**src/design/radio_map_defs.svh**
```systemverilog
`ifndef RADIO_MAP_DEFS_SVH
`define RADIO_MAP_DEFS_SVH

// header byte layout
`define HDR_BURST_BIT      6
`define HDR_READ_BIT       7

// address space
`define CFG_LAST_ADDR      6'h2E
`define STROBE_FIRST_ADDR  6'h30
`define STROBE_LAST_ADDR   6'h3D
`define RESET_STROBE_ADDR  6'h30
`define NO_OP_STROBE_ADDR  6'h3D
`define POWER_TABLE_ADDR   6'h3E
`define DATA_QUEUE_ADDR    6'h3F

// status registers, reached by burst read only
`define PART_ID_ADDR       6'h30
`define REVISION_ADDR      6'h31
`define FREQ_OFFSET_ADDR   6'h32
`define LINK_QUALITY_ADDR  6'h33
`define SIGNAL_LEVEL_ADDR  6'h34
`define RADIO_STATE_ADDR   6'h35
`define WAKE_HIGH_ADDR     6'h36
`define WAKE_LOW_ADDR      6'h37
`define PIN_PACKET_ADDR    6'h38
`define SYNTH_CAL_ADDR     6'h39
`define TX_FILL_ADDR       6'h3A
`define RX_FILL_ADDR       6'h3B

// sizes
`define CFG_COUNT          47
`define POWER_TABLE_DEPTH  8

// configuration reset values
`define OUT_PIN2_CFG_ADDR  6'h00
`define OUT_PIN1_CFG_ADDR  6'h01
`define OUT_PIN0_CFG_ADDR  6'h02
`define QUEUE_THR_ADDR     6'h03
`define OUT_PIN2_CFG_RESET 8'h29
`define OUT_PIN1_CFG_RESET 8'h2E
`define OUT_PIN0_CFG_RESET 8'h3F
`define QUEUE_THR_RESET    8'h07
`define CFG_DEFAULT_RESET  8'h00

`endif

```
**src/design/radio_map_pkg.sv**
```systemverilog
`include "radio_map_defs.svh"

package radio_map_pkg;
   typedef logic [7:0] byte_t;
   typedef logic [`CFG_COUNT-1:0][7:0] cfg_bank_t;
   typedef logic [`POWER_TABLE_DEPTH-1:0][7:0] power_bank_t;
   typedef enum logic [1:0] {
      ST_HEADER = 2'b01,
      ST_XFER   = 2'b10
   } map_state_t;
   typedef enum logic [2:0] {
      KIND_NONE   = 3'h0,
      KIND_CFG    = 3'h1,
      KIND_STATUS = 3'h2,
      KIND_POWER  = 3'h3,
      KIND_QUEUE  = 3'h4
   } access_kind_t;
endpackage

```
**src/design/radio_spi_address_map.sv**
```systemverilog
`timescale 1ns/1ps
`include "radio_map_defs.svh"

// What this block does
// - Addresses 0x00 to 0x2E are read/write configuration registers, reachable single or burst.
// - The header byte is the 6-bit address plus 0x40 for burst and 0x80 for read, decoded the same way here.
// - A single access, read or write, to 0x30..0x3D fires a command strobe instead of a transfer.
// - A burst read of 0x30..0x3B (headers 0xF0..0xFB) returns a status register, not a strobe.
// - 0x3E reaches the power table in all four access types; 0x3F writes the transmit queue and reads the receive queue.
// - Status 0x3A returns the transmit underflow flag and the transmit queue fill.
// - Status 0x3B returns the receive overflow flag and the receive queue fill.
// - Status 0x35 returns the present radio state machine code.
// - Status 0x36 and 0x37 return the high and low bytes of the wake timer.
// - Status 0x38 returns the general digital output levels and the packet status flags.
// - Status 0x32, 0x33, 0x34 return frequency offset, link quality and signal strength.
// - Status 0x39 returns the synthesizer calibration setting.
// - The strobe at 0x3D does nothing, so it can pad strobes or poll status.

module radio_spi_address_map #(
   parameter logic [7:0] PART_CODE = 8'h5A,   // arbitrary value
   parameter logic [7:0] REV_CODE  = 8'h01    // arbitrary value
) (
   // clock and reset
   input  wire logic                         clk_sys,
   input  wire logic                         rst_n,
   // serial host port pins
   input  wire logic                         sclkPin,
   input  wire logic                         csPin_n,
   input  wire logic                         mosiPin,
   output logic                              misoOut,
   output logic                              misoOe_n,
   // radio core status
   input  wire radio_map_pkg::byte_t         chipStatus,
   input  wire radio_map_pkg::byte_t         freqOffsetEst,
   input  wire radio_map_pkg::byte_t         linkQualityEst,
   input  wire radio_map_pkg::byte_t         signalStrength,
   input  wire logic [4:0]                   radioFsmState,
   input  wire logic [15:0]                  wakeTimer,
   input  wire logic [2:0]                   generalDigitalOutputs,
   input  wire logic [4:0]                   packetFlags,
   input  wire radio_map_pkg::byte_t         synthCalSetting,
   input  wire logic                         txUnderflow,
   input  wire logic [6:0]                   txFill,
   input  wire logic                         rxOverflow,
   input  wire logic [6:0]                   rxFill,
   // command strobes
   output logic                              strobePulse,
   output logic [5:0]                        strobeCode,
   // data queues
   output logic                              txQueuePush,
   output radio_map_pkg::byte_t              txQueueData,
   output logic                              rxQueuePop,
   input  wire radio_map_pkg::byte_t         rxQueueData,
   // configuration contents
   output radio_map_pkg::cfg_bank_t          cfgBank,
   output radio_map_pkg::power_bank_t        powerTable
);
   import radio_map_pkg::*;

   ////////////////////////////////////////////////////////////////////////////
   // pins and byte shifter

   logic [2:0] pinSync;
   logic       sclkSync, csSync_n, mosiSync;
   logic       byteDone;
   byte_t      rxByte;
   byte_t      txByte;

   // chip select idles high, so it resets high
   sync_2ff #(.WIDTH(3), .RESET_VAL(3'h2)) uPinSync (
      .clk_sys (clk_sys),
      .rst_n   (rst_n),
      .din     ({sclkPin, csPin_n, mosiPin}),
      .dout    (pinSync)
   );
   assign sclkSync = pinSync[2];
   assign csSync_n = pinSync[1];
   assign mosiSync = pinSync[0];

   spi_byte_shifter uShift (
      .clk_sys  (clk_sys),
      .rst_n    (rst_n),
      .sclkSync (sclkSync),
      .csSync_n (csSync_n),
      .mosiSync (mosiSync),
      .txByte   (txByte),
      .byteDone (byteDone),
      .rxByte   (rxByte),
      .misoOut  (misoOut),
      .misoOe_n (misoOe_n)
   );

   ////////////////////////////////////////////////////////////////////////////
   // header decode

   function automatic cfg_bank_t cfgResetValue();
      cfg_bank_t v;
      v = {`CFG_COUNT{`CFG_DEFAULT_RESET}};
      v[`OUT_PIN2_CFG_ADDR] = `OUT_PIN2_CFG_RESET;
      v[`OUT_PIN1_CFG_ADDR] = `OUT_PIN1_CFG_RESET;
      v[`OUT_PIN0_CFG_ADDR] = `OUT_PIN0_CFG_RESET;
      v[`QUEUE_THR_ADDR]    = `QUEUE_THR_RESET;
      return v;
   endfunction

   localparam cfg_bank_t CFG_RESET = cfgResetValue();

   logic [5:0]   hdrAddr;
   logic         hdrBurst, hdrRead, hdrStrobe;
   access_kind_t hdrKind;

   // burst-flagged accesses to the strobe range are never strobes
   always_comb begin
      hdrAddr   = rxByte[5:0];
      hdrBurst  = rxByte[`HDR_BURST_BIT];
      hdrRead   = rxByte[`HDR_READ_BIT];
      hdrStrobe = !hdrBurst && hdrAddr >= `STROBE_FIRST_ADDR
                  && hdrAddr <= `STROBE_LAST_ADDR;
      if (hdrAddr <= `CFG_LAST_ADDR)
         hdrKind = KIND_CFG;
      else if (hdrBurst && hdrRead && hdrAddr >= `PART_ID_ADDR && hdrAddr <= `RX_FILL_ADDR)
         hdrKind = KIND_STATUS;
      else if (hdrAddr == `POWER_TABLE_ADDR)
         hdrKind = KIND_POWER;
      else if (hdrAddr == `DATA_QUEUE_ADDR)
         hdrKind = KIND_QUEUE;
      else
         hdrKind = KIND_NONE;
   end

   // status register read mux
   function automatic byte_t statusValue(input logic [5:0] a);
      byte_t v;
      v = 8'h00;
      unique case (a)
         `PART_ID_ADDR:      v = PART_CODE;
         `REVISION_ADDR:     v = REV_CODE;
         `FREQ_OFFSET_ADDR:  v = freqOffsetEst;
         `LINK_QUALITY_ADDR: v = linkQualityEst;
         `SIGNAL_LEVEL_ADDR: v = signalStrength;
         `RADIO_STATE_ADDR:  v = {3'h0, radioFsmState};
         `WAKE_HIGH_ADDR:    v = wakeTimer[15:8];
         `WAKE_LOW_ADDR:     v = wakeTimer[7:0];
         `PIN_PACKET_ADDR:   v = {packetFlags, generalDigitalOutputs};
         `SYNTH_CAL_ADDR:    v = synthCalSetting;
         `TX_FILL_ADDR:      v = {txUnderflow, txFill};
         `RX_FILL_ADDR:      v = {rxOverflow, rxFill};
         default:            v = 8'h00;
      endcase
      return v;
   endfunction

   ////////////////////////////////////////////////////////////////////////////
   // access state machine and register file

   map_state_t   stateReg, stateNext;
   logic [5:0]   addrReg, addrNext;
   logic         readReg, readNext;
   logic         burstReg, burstNext;
   access_kind_t kindReg, kindNext;
   logic [2:0]   powIdxReg, powIdxNext;
   cfg_bank_t    cfgReg, cfgNext;
   power_bank_t  powerReg, powerNext;
   logic         strobeReg, strobeNext;
   logic [5:0]   codeReg, codeNext;
   logic         pushReg, pushNext;
   byte_t        pushDataReg, pushDataNext;
   logic         popReg, popNext;
   logic         cfgHit, hdrDone, xferDone;

   assign cfgHit   = addrReg <= `CFG_LAST_ADDR;
   assign hdrDone  = byteDone && !csSync_n && stateReg == ST_HEADER;
   assign xferDone = byteDone && !csSync_n && stateReg == ST_XFER;

   // one header byte, then data bytes; a single access takes one data byte
   always_comb begin
      stateNext    = stateReg;
      addrNext     = addrReg;
      readNext     = readReg;
      burstNext    = burstReg;
      kindNext     = kindReg;
      powIdxNext   = powIdxReg;
      cfgNext      = cfgReg;
      powerNext    = powerReg;
      strobeNext   = 1'b0;
      codeNext     = codeReg;
      pushNext     = 1'b0;
      pushDataNext = pushDataReg;
      popNext      = 1'b0;
      if (csSync_n) begin
         // the table index restarts with every frame
         stateNext  = ST_HEADER;
         powIdxNext = 3'h0;
      end else if (byteDone) begin
         unique case (stateReg)
            ST_HEADER: begin
               addrNext  = hdrAddr;
               readNext  = hdrRead;
               burstNext = hdrBurst;
               if (hdrStrobe) begin
                  // next byte is a fresh header
                  if (hdrAddr != `NO_OP_STROBE_ADDR) begin
                     strobeNext = 1'b1;
                     codeNext   = hdrAddr;
                  end
                  if (hdrAddr == `RESET_STROBE_ADDR)
                     cfgNext = CFG_RESET;
               end else begin
                  stateNext = ST_XFER;
                  kindNext  = hdrKind;
               end
            end
            ST_XFER: begin
               if (!readReg) begin
                  unique case (kindReg)
                     KIND_CFG:   if (cfgHit) cfgNext[addrReg] = rxByte;
                     KIND_POWER: powerNext[powIdxReg] = rxByte;
                     KIND_QUEUE: begin
                        pushNext     = 1'b1;
                        pushDataNext = rxByte;
                     end
                     default: ;
                  endcase
               end else if (kindReg == KIND_QUEUE) begin
                  popNext = 1'b1;
               end
               if (!burstReg)
                  stateNext = ST_HEADER;
               else if (kindReg == KIND_CFG && cfgHit)
                  addrNext = addrReg + 6'h01;
               else if (kindReg == KIND_POWER)
                  powIdxNext = powIdxReg + 3'h1;
            end
            default: stateNext = ST_HEADER;
         endcase
      end
   end

   always_ff @(posedge clk_sys) begin
      if (!rst_n) begin
         stateReg    <= ST_HEADER;
         addrReg     <= 6'h00;
         readReg     <= 1'b0;
         burstReg    <= 1'b0;
         kindReg     <= KIND_NONE;
         powIdxReg   <= 3'h0;
         cfgReg      <= CFG_RESET;
         powerReg    <= '0;
         strobeReg   <= 1'b0;
         codeReg     <= 6'h00;
         pushReg     <= 1'b0;
         pushDataReg <= 8'h00;
         popReg      <= 1'b0;
      end else begin
         stateReg    <= stateNext;
         addrReg     <= addrNext;
         readReg     <= readNext;
         burstReg    <= burstNext;
         kindReg     <= kindNext;
         powIdxReg   <= powIdxNext;
         cfgReg      <= cfgNext;
         powerReg    <= powerNext;
         strobeReg   <= strobeNext;
         codeReg     <= codeNext;
         pushReg     <= pushNext;
         pushDataReg <= pushDataNext;
         popReg      <= popNext;
      end
   end

   // byte offered to the shifter; the queue head is shown, then popped once sent
   always_comb begin
      txByte = chipStatus;
      if (stateReg == ST_XFER) begin
         unique case (kindReg)
            KIND_CFG:    txByte = cfgHit ? cfgReg[addrReg] : 8'h00;
            KIND_STATUS: txByte = statusValue(addrReg);
            KIND_POWER:  txByte = powerReg[powIdxReg];
            KIND_QUEUE:  txByte = rxQueueData;
            default:     txByte = 8'h00;
         endcase
      end
   end

   assign strobePulse = strobeReg;
   assign strobeCode  = codeReg;
   assign txQueuePush = pushReg;
   assign txQueueData = pushDataReg;
   assign rxQueuePop  = popReg;
   assign cfgBank     = cfgReg;
   assign powerTable  = powerReg;
endmodule

```
**src/design/spi_byte_shifter.sv**
```systemverilog
`timescale 1ns/1ps

module spi_byte_shifter (
   // clock and reset
   input  wire logic                  clk_sys,
   input  wire logic                  rst_n,
   // synchronised pins
   input  wire logic                  sclkSync,
   input  wire logic                  csSync_n,
   input  wire logic                  mosiSync,
   // byte side
   input  wire radio_map_pkg::byte_t  txByte,
   output logic                       byteDone,
   output radio_map_pkg::byte_t       rxByte,
   // serial out
   output logic                       misoOut,
   output logic                       misoOe_n
);
   import radio_map_pkg::*;

   logic       sclkPrevReg, sclkPrevNext;
   logic       csPrevReg_n, csPrevNext_n;
   logic [2:0] bitCntReg, bitCntNext;
   byte_t      inReg, inNext;
   byte_t      outReg, outNext;
   byte_t      rxReg, rxNext;
   logic       doneReg, doneNext;
   logic       sclkRise, sclkFall, frameStart;

   // mode 0: sample on rising edge, shift out on falling edge
   always_comb begin
      sclkRise     = sclkSync & ~sclkPrevReg;
      sclkFall     = ~sclkSync & sclkPrevReg;
      frameStart   = ~csSync_n & csPrevReg_n;
      sclkPrevNext = sclkSync;
      csPrevNext_n = csSync_n;
      bitCntNext   = bitCntReg;
      inNext       = inReg;
      outNext      = outReg;
      rxNext       = rxReg;
      doneNext     = 1'b0;
      if (csSync_n) begin
         bitCntNext = 3'h0;
      end else if (frameStart) begin
         outNext = txByte;                 // status byte goes out with the header
      end else if (sclkRise) begin
         inNext     = {inReg[6:0], mosiSync};
         bitCntNext = bitCntReg + 3'h1;
         if (bitCntReg == 3'h7) begin
            rxNext   = {inReg[6:0], mosiSync};
            doneNext = 1'b1;
         end
      end else if (sclkFall) begin
         // a new byte is loaded on the fall that follows the eighth rise
         outNext = (bitCntReg == 3'h0) ? txByte : {outReg[6:0], 1'b0};
      end
   end

   always_ff @(posedge clk_sys) begin
      if (!rst_n) begin
         sclkPrevReg <= 1'b0;
         csPrevReg_n <= 1'b1;
         bitCntReg   <= 3'h0;
         inReg       <= 8'h00;
         outReg      <= 8'h00;
         rxReg       <= 8'h00;
         doneReg     <= 1'b0;
      end else begin
         sclkPrevReg <= sclkPrevNext;
         csPrevReg_n <= csPrevNext_n;
         bitCntReg   <= bitCntNext;
         inReg       <= inNext;
         outReg      <= outNext;
         rxReg       <= rxNext;
         doneReg     <= doneNext;
      end
   end

   assign byteDone = doneReg;
   assign rxByte   = rxReg;
   assign misoOut  = outReg[7];
   assign misoOe_n = csPrevReg_n;          // released while deselected
endmodule

```
**src/design/sync_2ff.sv**
```systemverilog
`timescale 1ns/1ps

module sync_2ff #(
   parameter int               WIDTH     = 1,
   parameter logic [WIDTH-1:0] RESET_VAL = '0
) (
   // clock and reset
   input  wire logic             clk_sys,
   input  wire logic             rst_n,
   // asynchronous in, synchronised out
   input  wire logic [WIDTH-1:0] din,
   output logic      [WIDTH-1:0] dout
);
   logic [WIDTH-1:0] metaReg;
   logic [WIDTH-1:0] metaNext;
   logic [WIDTH-1:0] syncReg;
   logic [WIDTH-1:0] syncNext;

   // the first stage feeds only the second
   always_comb begin
      metaNext = din;
      syncNext = metaReg;
   end

   always_ff @(posedge clk_sys) begin
      if (!rst_n) begin
         metaReg <= RESET_VAL;
         syncReg <= RESET_VAL;
      end else begin
         metaReg <= metaNext;
         syncReg <= syncNext;
      end
   end

   assign dout = syncReg;
endmodule
```
**config.mk**
```make
export PLATFORM = sky130hd
export DESIGN_NAME = radio_spi_address_map
export DESIGN_NICKNAME = d
export VERILOG_FILES = /design/src/design/radio_map_pkg.sv /design/src/design/radio_spi_address_map.sv /design/src/design/spi_byte_shifter.sv /design/src/design/sync_2ff.sv
export VERILOG_INCLUDE_DIRS = /design/src /design/src/design
export SDC_FILE = /design/constraint.sdc
export NUM_CORES = 1
export LEC_CHECK = 0
export ABC_AREA = 0
export BUFFER_PORTS_ARGS = -buffer_cell sky130_fd_sc_hd__buf_2
export CAP_MARGIN = 30
export CORE_ASPECT_RATIO = 0.8
export CORE_MARGIN = 1
export CORE_UTILIZATION = 50
export DETAILED_ROUTE_END_ITERATION = 12
export GPL_TIMING_DRIVEN = 0
export PLACE_DENSITY_LB_ADDON = 0.12
export REMOVE_ABC_BUFFERS = 1
export SLEW_MARGIN = 20
export SYNTH_ARGS = -nofsm -noshare
export SYNTH_HDL_FRONTEND = slang
export SYNTH_HIERARCHICAL = 1
export SYNTH_SLANG_ARGS = --single-unit
export TNS_END_PERCENT = 30
```
**constraint.sdc**
```tcl
create_clock -name clk_sys -period 3.4 [get_ports clk_sys]
set_input_delay 0.17 -clock clk_sys [delete_from_list [all_inputs] [get_ports clk_sys]]
set_output_delay 0.17 -clock clk_sys [all_outputs]
set_load 0.1 [all_outputs]
```
* Word level (Yosys, flattened, before mapping)
Index checks and enable logic that the tools add are counted.
** Word-level totals
- Register bits :: 508
- Output and inout bits :: 459
- Logic and storage cells :: 202
** Cells by class
- Add/subtract/negate cells :: 3
- $lt $le $gt $ge :: 9
- Eq/ne operators :: 33
- Muxes and demuxes :: 37
- Bitwise logic cells :: 15
- Reductions and logical operators :: 30
** Operators by type and width (number)
- 2-to-1 mux 376 bit :: 5
- case mux 376 bit (2 select lines) :: 1
- bitwise mux 376 bit :: 1
- case mux 8 bit (12 select lines) :: 1
- == test 6 bit (second input constant) :: 15
- 2-to-1 mux 8 bit :: 10
- bitwise mux 64 bit :: 1
- binary-select mux 8 bit (select 6 bit) :: 1
- demux 8 bit (select 6 bit) :: 1
- case mux 8 bit (4 select lines) :: 1
- AND reduction 5 bit :: 5
- binary-select mux 8 bit (select 3 bit) :: 1
- demux 8 bit (select 3 bit) :: 1
- less-or-equal comparator 6 bit (second input constant) :: 4
- != test 2 bit (second input constant) :: 9
- OR reduction 5 bit :: 3
- 2-to-1 mux 3 bit :: 4
- 2-to-1 mux 6 bit :: 2
- NOT 1 bit :: 12
- case mux 6 bit (2 select lines) :: 1
- AND reduction 3 bit :: 4
- logical AND 1 bit :: 8
- AND reduction 4 bit :: 2
- AND reduction 8 bit :: 1
- other kinds (24) :: 33

* Depth between registers and ports, before layout
Gate-level depths: netlist of the first run.
- Word-level depth :: 9
- Mapped depth :: 15
- Gate-level depth less buffers :: 10

* Cells and area by module
Netlist of the first run, hierarchy kept.
** By module, submodules not included
- radio_spi_address_map :: instances 1, cells each 2361, area an instance 21999.8 um2
- spi_byte_shifter :: instances 1, cells each 120, area an instance 1189.9 um2
- sync_2ff :: instances 1, cells each 12, area an instance 157.7 um2

* Worst setup path before layout of the first run
No wires, ideal clock.
- Path type :: register -> register
- Start point :: register addrReg[0]
- End point :: register uShift.outReg[1]
- Library setup time :: 121 ps
- Data arrival time :: 2700 ps
- Path slack :: 579 ps
- Stages on the path, launching flop included :: 16
- Path buffers :: 5
- Clock period less this slack :: 2821 ps
- Path through :: dfxtp_1 > buf_2 > inv_1 > buf_2 > buf_2 > ha_1 > clkbuf_1 > clkbuf_1 > a222oi_1 > nor2_1 > a21oi_1 > nand3_1 > a222oi_1 > o221ai_1 > mux2i_1 > a21oi_1
** On the way
- Word-level cells in the longest chain between the ends :: 9
** RTL lines
- start: declaration :: RTL line radio_spi_address_map.sv:157 : logic [5:0] addrReg, addrNext;
- start signal: assignment :: RTL line radio_spi_address_map.sv:256 : addrReg <= addrNext;
- binary-select mux 8 bit (select 6 bit) :: RTL line radio_spi_address_map.sv:276 : KIND_CFG: txByte = cfgHit ? cfgReg[addrReg] : 8'h00;
- 2-to-1 mux 8 bit (implied by the code) :: RTL line radio_spi_address_map.sv:276
- 2-to-1 mux 8 bit :: RTL line radio_spi_address_map.sv:276
- case mux 8 bit (4 select lines) (*) :: RTL line radio_spi_address_map.sv:275 : unique case (kindReg)
- 2-to-1 mux 8 bit (*) :: RTL line radio_spi_address_map.sv:274 : if (stateReg == ST_XFER) begin
- named net txByte[1] :: RTL line radio_spi_address_map.sv:67 : byte_t txByte;
- 2-to-1 mux 8 bit :: RTL line spi_byte_shifter.sv:55 : outNext = (bitCntReg == 3'h0) ? txByte : {outReg[6:0], 1'b0};
- 2-to-1 mux 8 bit :: RTL line spi_byte_shifter.sv:53 : end else if (sclkFall) begin
- 2-to-1 mux 8 bit :: RTL line spi_byte_shifter.sv:46 : end else if (sclkRise) begin
- 2-to-1 mux 8 bit (*) :: RTL line spi_byte_shifter.sv:44 : end else if (frameStart) begin
- end signal: assignment :: RTL line spi_byte_shifter.sv:73 : outReg <= outNext;
- end: declaration :: RTL line spi_byte_shifter.sv:25 : byte_t outReg, outNext;
Mark *: on every way through the listed nets, which the timed path passes. The rest lies on a longest branch. The select of a mux whose other input is x is not followed.
A chain may end at the register's enable or synchronous reset.

* Worst setup path after layout of the first run
- Start point :: register addrReg[1]
- End point :: register uShift.outReg[5]
Same word-level chain as after synthesis.

==> results of run 1 <==
worst max-delay path by stage:
| stage | startpoint | to | slack (ns) |
|---|---|---|---|
| after detailed placement | addrReg[0] | cfgBank[115] | -1.74 |
| after global placement | rst_n | cfgBank[38] | -9.99 |
| after global routing | addrReg[3] | uShift/outReg[5] | -0.004 |
| final | addrReg[1] | uShift/outReg[5] | -0.0006 |
| after floorplan | rst_n | cfgBank[204] | -4.03 |
| after CTS | addrReg[2] | uShift/outReg[6] | -0.01 |
layout by cell type (no fill, tap or decap), types with 72 or more instances in the layout:
cell       count
nor2_1       321
a22o_1       148
a21oi_1      109
nand3_1       72
dfxtp_1      500
buf_2        556
o21ai_0       95
a221oi_1      89
a2bb2oi_1    165
mux2i_1      118
nand2_1      135
registers in the layout (all words and copies together) (netlist names), 6 cells and up:
signal,flops
strobeCode,6
uShift/outReg,8
addrReg,6
powerTable,64
uShift/rxByte,8
txQueueData,8
uShift/inReg,7
cfgBank,376
layer usage:
metal	vias up	GRT usage, %	routed length (um)
li1	10309	-	-
met1	12193	60.6	42300
met2	2308	64.6	46700
met3	402	15.6	17900
met4	8	22.5	6230
met5	-	0.811	93
power breakdown:
part           leakage, nW  internal, mW  switching [mW]  total [mW]
Clock                0.841          3.52            2.51        6.02
Combinational         7.03        0.0896           0.167       0.257
Sequential            4.10          5.96         0.00606        5.96
cell usage after synthesis, types with 7 or more instances:
cell type	number	area share (%)
nor3_2	14	0.60
nor2b_1	21	0.56
a222oi_1	12	0.51
and3_1	12	0.32
nand2_1	145	2.3
buf_2	54	1.2
a2bb2oi_1	165	6.2
nand2b_1	14	0.38
a31oi_1	7	0.19
nor2_1	330	5.3
clkbuf_1	144	2.3
a22o_1	148	5.6
a221oi_1	91	3.4
ha_1	10	0.54
nor3_1	13	0.28
a21boi_1	8	0.26
o21ai_0	96	2.1
a22oi_1	34	1.1
nand4_1	55	1.5
buf_1	16	0.26
o221ai_1	9	0.34
nand4_2	13	0.70
a21oi_1	115	2.5
o31a_1	7	0.26
inv_1	13	0.21
and2_1	20	0.54
mux2_2	33	1.6
buf_4	12	0.39
mux2i_1	118	5.1
mux4_2	28	2.7
a21oi_4	8	0.56
a221o_1	8	0.34
buf_6	7	0.34
nand3_1	72	1.5
o22ai_1	19	0.51
dfxtp_1	508	44
through the flow:
step | util (%) | instance area (um^2)
after floorplan | - | 22300
after global placement | 56.3 | 25900
after detailed placement | 58.3 | 26800
after CTS | 63.0 | 28900
after global routing | 63.5 | 29100
final | 63.5 | 29100
cell families (layout without fill, tap and decap cells):
kind of cell	after synthesis	in the layout	synth area share (%)
DFF	508	508	43.6
xor gates and xnor gates	3	3	0.113
adders and majority gates	10	10	0.536
muxes	179	179	9.35
AOI/OAI and AO/OA	794	796	26.2
buffers and inverters	250	729	4.73
and+or+nand+nor	749	752	15.5
other	0	1	0
layout make-up:
type                       count  area share (%)
antenna                        1         0.00859
clock buffer                  74            5.05
clock inverter                13           0.859
inverter                      17           0.275
multi-input combinational   1740            42.8
sequential                   508            35.0
tap                          612            2.63
timing repair buffer         625            13.4
worst max-delay path: cells and delay by family, from the launching register on:
kind                   cells  cell delay (ns)
AND/OR/NAND/NOR            2             1.06
flip-flops                 1             0.37
multiplexers               1             0.16
AO/OA/AOI/OAI              5             1.36
buffers and inverters      1             0.27
repair_timing:
action,in CTS,in global routing
buffers inserted,11,14
gates cloned,5,0
hold buffers,6,0
endpoints found under the hold margin,6,0
setup endpoints to repair,390,96
pin swaps,6,3
resized for setup,43,9
==> impl_metrics.ini, run 1 <==
[cts]
cts_buffers = 51
clk_latency_ns = 0.62
cts_tree = built
cts-htree-levels = 2
path_clk_slew_ns = 0.06
clockBufferDepth = 3
cts.sinks = 508
cts_root_buffer = clkbuf_16

[yosys]
synthDistinctLibCells = 83
yosysWarnings = 6
async_flop_share_pct = 0
synth-edff-count = 0
synthFlopType = dfxtp_1
synthesis.area_mm2 = 0.0233
synth-seq-area-share_pct = 43.6
synth_cells = 2493
syn_avg_cell_area_um2 = 9.37
synth-seq-cells = 508

[drt]
routedWlPerCell_um = 31.5
drt_iter0_markers = 3809
vias_per_cell = 7.03
wl_um = 113000
vias = 25220
antenna_left = 0
drtPass1Iterations = 6
route.detailed.drc = 0

[sta]
min_period_ns = 3.40
layout_setup_ws_ns = -0.000638
timing_hold_violations_final = 0
slew_headroom_pct = 25.9
period_share_pct = 100
timing.final.max_slew_violations = 0
setup-tns-final_ns = -0.000638
worstMarginPinSlew_ns = 1.11
timing.fmax_ghz = 0.294
holdWs_ns = 0.130
setup_viol_count_final = 1
clock_skew_ns = 0.0385

[worst_setup_path]
r2r-start = addrReg[1]
endpoint_kind = register
cp_max_fo = 44
path_class = reg2reg
path_cells = buf_16, and2b_2, a221oi_2, o22ai_1, a22o_1, nor4_2, o2111ai_1, mux2i_1, a21oi_1
startpoint_type = register
r2r-end = uShift/outReg[5]
worstRegToRegCells = 9
worst_ep_arrival_time_ns = 3.83
critPathRequiredTime_ns = 3.83
cp_slowest_cell = and2b_2
ff2ff_setup_slack_ns = -0.0006
cp_slowest_stage_delay_ns = 0.55

[global_route]
grt_max_degree = 100
grt_pass1_wl_um = 159000
grtUsageTotal_pct = 45.3
grt_pass1_vias = 22917
antenna_found_initial = 6
grt-ovfl-total = 0

[finish]
area_delta_synth_final_pct = 24.8
nets = 3051
multi_input_area_mm2 = 0.0125
final_cells = 3590
n_fill_cell = 3913
drive_gt1_share_pct = 29.8
final-seq-area_mm2 = 0.0102

[placed_design]
gp_congestion = 0.952
dp_cells = 3463
place_ws_ns = -1.74
place_hpwl_um = 76300
numPortBuffers = 556

[status]
status = finished with violations
violations = negative setup slack

[hold_path]
hp-start = chipStatus[5]
whs_endpoint = uShift/outReg[5]
holdPathStages = 5
min_path_type = in2reg

[floorplanning]
fp-row-count = 70
die_w_um = 244
die_y_um = 195
core_mm2 = 0.0459
start_util_pct = 50.9
die_area_mm2 = 0.0476
pin_count = 557

[power]
ir_worst_vdd_mv = 0.412
powerDensity_mw_per_mm2 = 420
p_total_mw = 12.2
p_leak_nw = 12.0

[flow_run]
maxCapViolCount = 0
Note: power is estimated with default switching activity, not from simulation.
==> run 2, diff against run 1 <==
--- a/config.mk
+++ b/config.mk
@@ -12,6 +12,7 @@
 export CORE_ASPECT_RATIO = 0.8
 export CORE_MARGIN = 1
 export CORE_UTILIZATION = 50
+export CTS_BUF_LIST = sky130_fd_sc_hd__clkbuf_4 sky130_fd_sc_hd__clkbuf_8
 export DETAILED_ROUTE_END_ITERATION = 12
 export GPL_TIMING_DRIVEN = 0
 export PLACE_DENSITY_LB_ADDON = 0.12
==> impl_metrics.ini, run 2 (same netlist as run 1, synthesis figures left out) <==
[worst_setup_path]
endpoint_kind = register
path_class = reg2reg
critPathRequiredTime_ns = 3.93
worst_ep_arrival_time_ns = 3.97
startpoint_type = register
cp_max_fo = 44

[placed_design]
gp_congestion = 0.952
numPortBuffers = 556
place_hpwl_um = 76300
dp_cells = 3463

[flow_run]
maxCapViolCount = 0

[floorplanning]
die_y_um = 195
fp-row-count = 70
start_util_pct = 50.9
die_area_mm2 = 0.0476
pin_count = 557
core_mm2 = 0.0459
die_w_um = 244

[finish]
nets = 3079
largest_reg_flops = 376
drive_gt1_share_pct = 31.4
area_delta_synth_final_pct = 24.6
final_cells = 3644
layout_commonest_cell = buf_2
n_fill_cell = 3943
final_cell_mix = buf_2 (556), dfxtp_1 (500), nor2_1 (321)

[sta]
timing_hold_violations_final = 0
worstMarginPinSlew_ns = 1.21
min_period_ns = 3.44
timing.final.max_slew_violations = 0
rsz0062_at_grt = false
clock_skew_ns = 0.0259
layout_setup_ws_ns = -0.0448
setup-tns-final_ns = -0.0448
setup_viol_count_final = 1
timing.fmax_ghz = 0.290
holdWs_ns = 0.0272
slew_headroom_pct = 19.0
period_share_pct = 101

[power]
ir_worst_vdd_mv = 0.287
powerDensity_mw_per_mm2 = 409
p_leak_nw = 12.0

[drt]
drtPass1Iterations = 9
wl_um = 114000
routedWlPerCell_um = 31.2
vias_per_cell = 6.97
route.detailed.drc = 0
drt_iter0_markers = 3683
antenna_left = 0
vias = 25387

[global_route]
grt_max_degree = 100
antenna_found_initial = 2
grtUsageTotal_pct = 45.7
grt_pass1_wl_um = 160000
grt_pass1_vias = 23090
grt-ovfl-total = 0

[cts]
cts-htree-levels = 3
cts_buffers = 82
cts.sinks = 508
clockBufferDepth = 3
path_clk_slew_ns = 0.07
clk_latency_ns = 0.71
cts_root_buffer = clkbuf_8
cts_tree = built

[status]
violations = negative setup slack
status = finished with violations

[hold_path]
min_path_type = in2reg
[run 2: cell count changes in the layout (fill, tap and decap cells not counted), sizes merged]
cell,previous run,this run
clkbuf,75,137
bufinv,7,0
clkinv,6,4
buf,618,615
clkinvlp,1,0
diode,1,5
dlygate4sd3,6,7
[run 2: final timing paths]
kind / cells past startpoint / endpoint / start / slack (ns)
min reg2reg: 1 / uPinSync/dout[1] / uPinSync/metaReg[1] / 0.41
max reg2reg: 9 / uShift/outReg[7] / addrReg[1] / -0.04
min: 5 / uShift/outReg[5] / chipStatus[5] / 0.03
max: 9 / uShift/outReg[7] / addrReg[1] / -0.04
[run 2: routing by layer]
layer / wire, um / GRT usage, % / vias to the layer above
li1: - / - / 10404
met1: 42200 / 61.2 / 12156
met2: 45800 / 63.8 / 2378
met3: 19000 / 17.3 / 445
met4: 6620 / 23.1 / 4
met5: 24 / 0 / -
[run 2: area by class of cell]
cell class	count	area, um^2	share of cell area [%]
flip-flops and latches	508	10200	35.0
repair buffers	622	3870	13.3
clock inverters	3	21.3	0.0731
clock buffers	137	1700	5.84
multi-input cells	1740	12500	42.8
well taps	612	766	2.63
inverters	17	80.1	0.275
diodes	5	12.5	0.0430
[run 2: worst max-delay path, stage by stage, from the launching register on]
cell and delay, ns:
dfxtp_4 0.37, buf_16 0.27, and2b_2 0.55, a221oi_1 0.54, o22ai_1 0.25, a22oi_1 0.67, a21o_1 0.24, nand3_1 0.09
mux2i_1 0.16, a21oi_1 0.09
[run 2: stage by stage]
step           worst slack [ns]  area, um^2  power (mW)  utilization, %
6_report                -0.0448       29100        11.9            63.4
2_1_floorplan             -4.03       22300        6.21               -
5_1_grt                 0.00801       29100        12.2            63.4
4_1_cts                  -0.120       28900        11.9            63.0
3_5_place_dp              -1.74       26800        6.34            58.3
3_3_place_gp              -9.99       25900        6.33            56.3
[run 2: repair_timing]
| item | CTS | global route |
|---|---|---|
| endpoints found under the hold margin | 12 | 0 |
| setup endpoints to repair | 390 | 127 |
| hold buffers | 7 | 0 |
| gates resized for setup | 36 | 13 |
| gates cloned | 5 | 0 |
| setup buffers | 13 | 9 |
| pin swaps | 5 | 3 |
[run 2: power by group]
group	leakage [nW]	switching [mW]	internal, mW	total [mW]
clock network	0.921	2.57	3.12	5.69
logic	6.98	0.167	0.0903	0.257
registers	4.10	0.00606	5.96	5.96
total	12.0	2.74	9.17	11.9
